--- config.mk ---
export PLATFORM = sky130hd
export DESIGN_NAME = tma_timer
export DESIGN_NICKNAME = d
export VERILOG_FILES = /design/src/verilog/tma_pkg.sv /design/src/verilog/tma_timer.sv
export SDC_FILE = /design/constraint.sdc
export NUM_CORES = 1
export LEC_CHECK = 0
export BUFFER_PORTS_ARGS = -buffer_cell sky130_fd_sc_hd__buf_2
export CAP_MARGIN = 20
export CORE_ASPECT_RATIO = 0.8
export CORE_MARGIN = 2
export CORE_UTILIZATION = 41
export CTS_CLUSTER_SIZE = 10
export DETAILED_ROUTE_END_ITERATION = 8
export HOLD_SLACK_MARGIN = 0.05
export PLACE_DENSITY = 0.65
export SYNTH_ARGS = -nofsm -noshare
export SYNTH_HDL_FRONTEND = slang
export SYNTH_SLANG_ARGS = --single-unit
--- constraint.sdc ---
create_clock -name pclk -period 4.4 [get_ports pclk]
set_clock_uncertainty 0.15 [all_clocks]
set_input_delay 0.66 -clock pclk [delete_from_list [all_inputs] [get_ports pclk]]
set_output_delay 0.66 -clock pclk [all_outputs]
set_load 0.01 [all_outputs]
--- src/verilog/tma_pkg.sv ---
// Constants and types for the five channel timer A block
//Function
//- Five independent 16-bit channels with own registers
//- Two-bit mode field; zero selects timer mode
//- All channels identical outside event counting
//- Seven internal count sources in timer mode
//- Mode source bits valid only when extension clear
//- Count down, reload on underflow, keep going
//- Reload n divides count source by n+1
//- Run bit starts and stops counting
//- Interrupt request on every underflow
//- Count register read returns live counter
//- Stopped write loads both; running, reload only
//- Gate pin level starts and stops counting
//- Pulse output toggles on underflow, low when stopped
//- Polarity inversion makes stopped level high
//- Zero count value stops counter, pulses, interrupts
//- PWM zero value holds output low, no interrupts
//- One-shot gives single pulse ending at zero
package tma_pkg;

    localparam int TMA_NCH = 5;             // Channel count
    localparam int TMA_CW  = 16;            // Counter width
    localparam int TMA_AW  = 12;            // APB address width

    // Register indexes; byte address is four times the index
    localparam logic [9:0] TMA_IDX_MODE  = 10'h336;  // Mode, one per channel
    localparam logic [9:0] TMA_IDX_COUNT = 10'h340;  // Count, one per channel
    localparam logic [9:0] TMA_IDX_START = 10'h345;  // Run bits
    localparam logic [9:0] TMA_IDX_EXT   = 10'h346;  // Source extension
    localparam logic [9:0] TMA_IDX_POL   = 10'h347;  // Output polarity
    localparam logic [9:0] TMA_IDX_STS   = 10'h348;  // Interrupt status
    localparam logic [9:0] TMA_IDX_EN    = 10'h349;  // Interrupt enable
    localparam logic [9:0] TMA_IDX_CLR   = 10'h34a;  // Interrupt clear

    localparam logic [7:0] TMA_MODE_RST = 8'h00;     // Mode reset value
    localparam int TMA_EXT_W   = 4;                  // Extension nibble per channel
    localparam int TMA_EXT_ENB = 3;                  // Extension enable bit in nibble

    // Operating modes
    typedef enum logic [1:0] {
        TMA_TIMER   = 2'b00,
        TMA_EVENT   = 2'b01,
        TMA_ONESHOT = 2'b10,
        TMA_PWM     = 2'b11
    } tma_mode_e;

    // Count source codes from the mode register
    localparam logic [1:0] TMA_SRC_D1  = 2'b00;
    localparam logic [1:0] TMA_SRC_D8  = 2'b01;
    localparam logic [1:0] TMA_SRC_D32 = 2'b10;
    localparam logic [1:0] TMA_SRC_D64 = 2'b11;
    // Extension codes
    localparam logic [1:0] TMA_EXT_D2  = 2'b00;
    localparam logic [1:0] TMA_EXT_OSC = 2'b01;
    localparam logic [1:0] TMA_EXT_SUB = 2'b10;

    // Channel mode register layout
    typedef struct packed {
        logic [1:0] count_src_sel;     // Bits 7:6
        logic       rsvd;              // Bit 5
        logic       gate_en;           // Bit 4
        logic       gate_lvl;          // Bit 3, also 8-bit PWM select
        logic       mode_specific_bit0; // Bit 2, pulse output enable
        tma_mode_e  op_mode;           // Bits 1:0
    } tma_mode_s;

endpackage

--- src/verilog/tma_timer.sv ---
// Five channel down-counting timer with APB registers
`timescale 1ns/10ps
`default_nettype none

module tma_timer
    import tma_pkg::*;
#(
    parameter int NCH = TMA_NCH,   // Channels
    parameter int CW  = TMA_CW     // Counter width
) (
    input  wire logic              pclk,
    input  wire logic              presetn,
    input  wire logic              psel,
    input  wire logic              penable,
    input  wire logic              pwrite,
    input  wire logic [TMA_AW-1:0] paddr,
    input  wire logic [31:0]       pwdata,
    output logic      [31:0]       prdata,
    output logic                   pready,
    output logic                   pslverr,
    input  wire logic [NCH-1:0]    channel_input_pin,
    input  wire logic              slow_osc_clk,
    input  wire logic              subclock_div32,
    output logic      [NCH-1:0]    channel_output_pin,
    output logic      [NCH-1:0]    channel_output_oe,
    output logic                   irq
);

    // Pin synchroniser width: gates plus two clock pins
    localparam int SW = NCH + 2;

    // Register file
    tma_mode_s           mode_reg [NCH];   // Channel mode registers
    logic [CW-1:0]       reload_reg [NCH]; // Reload values
    logic [CW-1:0]       cnt_reg [NCH];    // Live counters
    logic [NCH-1:0]      start_reg;        // Run bits
    logic [NCH*TMA_EXT_W-1:0] ext_reg;     // Source extension
    logic [NCH-1:0]      pol_reg;          // Output inversion
    logic [NCH-1:0]      sts_reg;          // Sticky interrupt flags
    logic [NCH-1:0]      en_reg;           // Interrupt enables
    logic [NCH-1:0]      out_reg;          // Pulse output state
    logic [NCH-1:0]      done_reg;         // One-shot finished
    logic [5:0]          pre_reg;          // Prescaler
    logic [31:0]         rdata_next;       // Read mux
    logic                err_next;         // Unmapped address

    // Synchroniser stages and filtered levels
    logic [SW-1:0]       sync1_reg;
    logic [SW-1:0]       sync2_reg;
    logic [SW-1:0]       sync3_reg;
    logic [SW-1:0]       filt_reg;
    logic [SW-1:0]       rise;             // Filtered rising edges

    // Per-channel and APB phase strobes
    logic [NCH-1:0]      cnt_wr;           // Count register write
    logic [NCH-1:0]      uf;               // Underflow event
    logic                wr_acc;           // Write access phase
    logic                setup;            // Setup phase

    // Index match on word address
    function automatic logic hit(input logic [TMA_AW-1:0] a,
                                 input logic [9:0] idx);
        hit = (a[TMA_AW-1:2] == idx);
    endfunction

    // Prescaler tap for a divide code
    function automatic logic src_tick(input logic [1:0] sel,
                                      input logic [TMA_EXT_W-1:0] ext,
                                      input logic [5:0] pre,
                                      input logic osc,
                                      input logic sub);
        src_tick = 1'b0;
        if (ext[TMA_EXT_ENB]) begin
            // Extension takes over the mode bits
            if (ext[1:0] == TMA_EXT_OSC) begin
                src_tick = osc;
            end else if (ext[1:0] == TMA_EXT_SUB) begin
                src_tick = sub;
            end else begin
                src_tick = pre[0];
            end
        end else if (sel == TMA_SRC_D1) begin
            src_tick = 1'b1;
        end else if (sel == TMA_SRC_D8) begin
            src_tick = &pre[2:0];
        end else if (sel == TMA_SRC_D32) begin
            src_tick = &pre[4:0];
        end else begin
            src_tick = &pre;
        end
    endfunction

    assign setup  = psel & ~penable;
    assign wr_acc = psel & penable & pwrite;
    // Read data is staged in setup, so no wait states
    assign pready = 1'b1;

    // Three-stage pin synchroniser; change counts when stages 2 and 3 agree
    always_ff @(posedge pclk or negedge presetn) begin
        if (!presetn) begin
            sync1_reg <= '0;
            sync2_reg <= '0;
            sync3_reg <= '0;
            filt_reg  <= '0;
        end else begin
            sync1_reg <= {subclock_div32, slow_osc_clk, channel_input_pin};
            sync2_reg <= sync1_reg;
            sync3_reg <= sync2_reg;
            for (int k = 0; k < SW; k++) begin
                if (sync2_reg[k] == sync3_reg[k]) begin
                    filt_reg[k] <= sync3_reg[k];
                end
            end
        end
    end

    // Edge once stable value moves high
    assign rise = sync2_reg & sync3_reg & ~filt_reg;

    // Free-running prescaler for divided enables
    always_ff @(posedge pclk or negedge presetn) begin
        if (!presetn) begin
            pre_reg <= '0;
        end else begin
            pre_reg <= pre_reg + 6'h01;
        end
    end

    // Shared registers written from APB
    always_ff @(posedge pclk or negedge presetn) begin
        if (!presetn) begin
            start_reg <= '0;
            ext_reg   <= '0;
            pol_reg   <= '0;
            en_reg    <= '0;
        end else if (wr_acc) begin
            if (hit(paddr, TMA_IDX_START)) begin
                start_reg <= pwdata[NCH-1:0];
            end else if (hit(paddr, TMA_IDX_EXT)) begin
                ext_reg <= pwdata[NCH*TMA_EXT_W-1:0];
            end else if (hit(paddr, TMA_IDX_POL)) begin
                pol_reg <= pwdata[NCH-1:0];
            end else if (hit(paddr, TMA_IDX_EN)) begin
                en_reg <= pwdata[NCH-1:0];
            end
        end
    end

    // Sticky status; a new event wins over a clear in the same cycle
    always_ff @(posedge pclk or negedge presetn) begin
        if (!presetn) begin
            sts_reg <= '0;
        end else if (wr_acc && hit(paddr, TMA_IDX_CLR)) begin
            sts_reg <= (sts_reg & ~pwdata[NCH-1:0]) | uf;
        end else begin
            sts_reg <= sts_reg | uf;
        end
    end

    assign irq = |(sts_reg & en_reg);

    // Identical channels; loop keeps them the same
    for (genvar i = 0; i < NCH; i++) begin : g_ch
        tma_mode_e     md;        // Operating mode
        logic          act;       // Qualified running
        logic          src;       // Selected count source
        logic          tick;      // Count enable this cycle
        logic          zero_val;  // Counter held idle
        logic          at_min;    // Counter at zero

        assign md  = mode_reg[i].op_mode;
        assign src = src_tick(mode_reg[i].count_src_sel,
                              ext_reg[i*TMA_EXT_W +: TMA_EXT_W],
                              pre_reg, rise[NCH], rise[NCH+1]);
        // Zero reload idles counter; 8-bit PWM also idles on zero high byte
        assign zero_val = (reload_reg[i] == '0)
            || (md == TMA_PWM && mode_reg[i].gate_lvl
                && reload_reg[i][CW-1:CW-8] == 8'h00);
        // Gate compares stable pin level with chosen active level
        assign act = start_reg[i] && !zero_val && !done_reg[i]
            && (!mode_reg[i].gate_en || md == TMA_EVENT
                || filt_reg[i] == mode_reg[i].gate_lvl);
        // Event mode counts pin edges, others the internal source
        assign tick = act && ((md == TMA_EVENT) ? rise[i] : src);
        assign at_min = (cnt_reg[i] == '0);
        assign uf[i] = tick && at_min;

        // Mode register write
        always_ff @(posedge pclk or negedge presetn) begin
            if (!presetn) begin
                mode_reg[i] <= tma_mode_s'(TMA_MODE_RST);
            end else if (wr_acc && hit(paddr, TMA_IDX_MODE + 10'(i))) begin
                mode_reg[i] <= tma_mode_s'(pwdata[7:0]);
            end
        end

        assign cnt_wr[i] = wr_acc && hit(paddr, TMA_IDX_COUNT + 10'(i));

        // Reload register always takes a count write
        always_ff @(posedge pclk or negedge presetn) begin
            if (!presetn) begin
                reload_reg[i] <= '0;
            end else if (cnt_wr[i]) begin
                reload_reg[i] <= pwdata[CW-1:0];
            end
        end

        // Down counter with reload on underflow
        always_ff @(posedge pclk or negedge presetn) begin
            if (!presetn) begin
                cnt_reg[i] <= '0;
            end else if (cnt_wr[i] && !start_reg[i]) begin
                cnt_reg[i] <= pwdata[CW-1:0];
            end else if (tick) begin
                if (at_min) begin
                    // One-shot stays at zero; others reload
                    if (md != TMA_ONESHOT) begin
                        cnt_reg[i] <= reload_reg[i];
                    end
                end else begin
                    cnt_reg[i] <= cnt_reg[i] - 1'b1;
                end
            end
        end

        // One-shot finish flag, cleared by stopping
        always_ff @(posedge pclk or negedge presetn) begin
            if (!presetn) begin
                done_reg[i] <= 1'b0;
            end else if (!start_reg[i] || md != TMA_ONESHOT) begin
                done_reg[i] <= 1'b0;
            end else if (uf[i]) begin
                done_reg[i] <= 1'b1;
            end
        end

        // Output state; held low while stopped so polarity sets rest level
        always_ff @(posedge pclk or negedge presetn) begin
            if (!presetn) begin
                out_reg[i] <= 1'b0;
            end else if (!start_reg[i] || zero_val) begin
                out_reg[i] <= 1'b0;
            end else if (md == TMA_ONESHOT) begin
                out_reg[i] <= act && !uf[i];
            end else if (uf[i]) begin
                out_reg[i] <= ~out_reg[i];
            end
        end

        // Pin driven only when pulse output enabled
        assign channel_output_oe[i]  = mode_reg[i].mode_specific_bit0;
        assign channel_output_pin[i] = mode_reg[i].mode_specific_bit0
            & (out_reg[i] ^ pol_reg[i]);
    end

    // Read mux; clear register reads zero
    always_comb begin
        rdata_next = '0;
        err_next   = 1'b0;
        if (paddr[TMA_AW-1:2] >= TMA_IDX_MODE
            && paddr[TMA_AW-1:2] < TMA_IDX_MODE + 10'(NCH)) begin
            rdata_next[7:0] = mode_reg[paddr[4:2] - 3'h6];
        end else if (paddr[TMA_AW-1:2] >= TMA_IDX_COUNT
            && paddr[TMA_AW-1:2] < TMA_IDX_COUNT + 10'(NCH)) begin
            rdata_next[CW-1:0] = cnt_reg[paddr[4:2]];
        end else if (hit(paddr, TMA_IDX_START)) begin
            rdata_next[NCH-1:0] = start_reg;
        end else if (hit(paddr, TMA_IDX_EXT)) begin
            rdata_next[NCH*TMA_EXT_W-1:0] = ext_reg;
        end else if (hit(paddr, TMA_IDX_POL)) begin
            rdata_next[NCH-1:0] = pol_reg;
        end else if (hit(paddr, TMA_IDX_STS)) begin
            rdata_next[NCH-1:0] = sts_reg;
        end else if (hit(paddr, TMA_IDX_EN)) begin
            rdata_next[NCH-1:0] = en_reg;
        end else if (!hit(paddr, TMA_IDX_CLR)) begin
            err_next = 1'b1;
        end
    end

    // Read data and error captured in setup, held through access
    always_ff @(posedge pclk or negedge presetn) begin
        if (!presetn) begin
            prdata  <= '0;
            pslverr <= 1'b0;
        end else if (setup) begin
            prdata  <= pwrite ? 32'h0000_0000 : rdata_next;
            pslverr <= err_next;
        end
    end

endmodule

`default_nettype wire

==> flow_summary.json <==
{
  "wl_per_cell_um": 24.2,
  "clock-sinks": 305,
  "drtPass1Iterations": 7,
  "dieHeight_um": 185,
  "initial_core_util_pct": 41.5,
  "clk_pin_slew_ns": 0.06,
  "critPathTopFamily": "compound AO/OA/AOI/OAI gates",
  "dpl-instance-area_um2": 17700,
  "synthDistinctLibCells": 75,
  "muxShareOfSynthArea_pct": 14.6,
  "ctsResizeCount": 0,
  "grt_max_degree": 107,
  "syn-cell-area_um2": 16800,
  "synth_warnings": 0,
  "p_comb_share_pct": 6.0,
  "synthAdderAreaFrac_pct": 1.56,
  "yosysSeqAreaShare_pct": 45.3,
  "power.density_nw_per_um2": 318,
  "route.detailed.drc": 0,
  "tightest_slew_ns": 0.905,
  "path_max_fanout": 18,
  "finalCritPeriodShare_pct": 78.3,
  "io_buffers": 73,
  "switching_share_pct": 24.7,
  "layout_common_cells": "dfrtp_1, mux2_2, nand2_1, nor2_1, o21ai_0",
  "hold_violations": 0,
  "hpwl_um": 38100,
  "avgViaCountPerCell": 6.18,
  "drive_gt1_share_pct": 20.7,
  "min_path_type": "input port to asynchronous set/reset pin",
  "synth_area_per_cell_um2": 10.2,
  "cpMaxStageDelayCell": "a21o_1",
  "die_area_um2": 42700,
  "clockPowerShare_pct": 45.7,
  "setup_tns_ns": 0,
  "ios": 101,
  "crit_required_ns": 4.72,
  "synth_edf_count": 0,
  "critPathLaunchType": "register",
  "track_usage_pct": 25.5,
  "wirelength_um": 54100,
  "relSlewSlack_pct": 39.2,
  "min_period_ns": 3.45,
  "rsz0062_at_grt": "false",
  "status": "finished, final reports clean",
  "fp.dieW_um": 231,
  "cts.path.max_buffers": 3,
  "cp.arrival_ns": 3.77,
  "syn_inst": 1645,
  "place_congestion": 0.953,
  "critical_path_class": "register to register",
  "cts_max_level": 2,
  "layout_commonest_cell": "dfrtp_1",
  "cts_post_setup_buffers_inserted": 0,
  "fin_nets": 1763,
  "end_kind": "register",
  "synth-seq-cells": 305,
  "synthFlopType": "dfrtp_1",
  "slew_violations": 0,
  "setup_viol": 0,
  "gr-total-overflow": 0,
  "seqPwrFrac_pct": 48.2,
  "cts-root-buf": "clkbuf_16",
  "maxCapViolations": 0,
  "synth_xor_area_share_pct": 2.91,
  "critPathMaxStageDelay_ns": 0.60,
  "final_area_um2": 18700,
  "grt_pass1_wl_um": 82600,
  "synth_top_family_by_area": "simple AND/OR/NAND/NOR gates",
  "num_antenna_cells": 0,
  "worst-path-buf-inv": 0,
  "syn_to_final_growth_pct": 11.2,
  "p_leak_nw": 8.40,
  "max-vdd-ir-drop_mv": 0.221,
  "cts_tree": "yes",
  "drt_iter0_drc": 1856,
  "fmax_mhz": 290,
  "synthSimpleGateAreaFrac_pct": 15.8,
  "cts-buffers-inserted": 37,
  "rows": 66,
  "core_um2": 40500,
  "ant_nets": 0,
  "synth_compound_area_share_pct": 15.7,
  "path_common_cell": "ha_1",
  "ctsHoldBuffers": 0,
  "worstSkewPairLatency_ns": 0.54,
  "grt_pass1_vias": 13163,
  "p_int_mw": 4.48,
  "num_vias": 13820,
  "switchingPower_mw": 1.47,
  "antenna_found_initial": 2,
  "crit_chain": "ha_1 > and3_1 > ha_1 > nor2b_1 > o2111ai_1 > o2111a_1 > nand3_1 > a21o_1 > o31a_1 > a221o_1",
  "synthArstFlopShare_pct": 100
}
## cells by family (layout without fill, tap and decap cells)
group	Yosys count	count (layout)
buf+inv	154	192
other cells	2	13
xor+xnor	56	56
fa+ha+maj	21	21
mux	209	209
flops	305	305
compound gates	374	374
simple gates	524	524
## metrics by stage
| stage | setup slack [ns] | hold slack, ns | power, mW | utilization, % | cells |
|---|---|---|---|---|---|
| 3_3_place_gp | 0.876 | 0.184 | 3.27 | 43.6 | 2188 |
| 2_1_floorplan | 1.64 | 0.181 | 3.09 | - | 1656 |
| 5_1_grt | 0.785 | 0.0665 | 6.15 | 46.1 | 2238 |
| 4_1_cts | 1.01 | 0.0606 | 6.00 | 46.1 | 2236 |
| 6_report | 0.954 | 0.0456 | 5.96 | 46.1 | 2238 |
| 3_5_place_dp | 0.885 | 0.185 | 3.28 | 43.6 | 2189 |
## worst register-to-register path, cell delays in order (launching register included)
cell       delay (ns)
dfrtp_1          0.40
ha_1             0.22
and3_1           0.19
ha_1             0.26
nor2b_1          0.14
o2111ai_1        0.17
o2111a_1         0.31
nand3_1          0.09
a21o_1           0.60
o31a_1           0.61
a221o_1          0.25
## synth_stat cells, types with 13 or more instances
cell type    n  area, um^2
nand2_1    139         522
dfrtp_1    305        7630
buf_2       16        80.1
a211oi_1    37         278
o211ai_1    14         105
nand2b_1    21         131
xnor2_1     26         228
xor2_1      30         263
nand3b_1    14         105
o21ai_0     94         470
mux2i_1     34         340
clkbuf_1    77         289
nor3_1      44         220
nand3_1     52         260
ha_1        21         263
mux4_2      13         293
buf_4       21         158
inv_1       34         128
a221o_1     49         490
nor2b_1     33         206
a21oi_1     54         270
nor4_1      36         225
nor2_1     107         402
or3_1       21         131
mux2_2     162        1820
## area by class of cell
type	instances	area (um^2)
fill	3719	21800
multi-input combinational	1197	8590
sequential	305	7630
clock buffer	44	972
timing repair buffer	111	683
tap	544	681
inverter	34	128
clock inverter	3	26.3
## power groups by stage
| stage | registers [mW] | clock network [mW] | logic [mW] |
|---|---|---|---|
| final | 2.87 | 2.72 | 0.358 |
| after global routing | 2.88 | 2.88 | 0.390 |
| after CTS | 2.87 | 2.77 | 0.356 |
| after detailed placement | 2.92 | 0 | 0.355 |
| after global placement | 2.92 | 0 | 0.350 |
| after floorplan | 2.91 | 0 | 0.182 |
## worst paths after layout
path                                 from            to  slack, ns  cells past startpoint
max                            pre_reg[1]   cnt_reg[22]       0.95                     10
min                               presetn  sync3_reg[4]       0.05                      1
max reg2reg                    pre_reg[1]   cnt_reg[22]       0.95                     10
min reg2reg                  sync1_reg[0]  sync2_reg[0]       0.20                      0
max in group asynchronous         presetn    out_reg[0]       3.10                      2
min in group pclk          subclock_div32  sync1_reg[6]       0.08                      1
## per-layer routing
metal	global-route usage, %	routed length (um)	vias to the layer above
met5	0	0	-
met4	9.06	1820	0
met3	5.42	5370	109
met2	36.9	22800	667
met1	37.7	24100	6920
li1	-	-	6124
No activity file was read; power rests on OpenSTA's default activity.
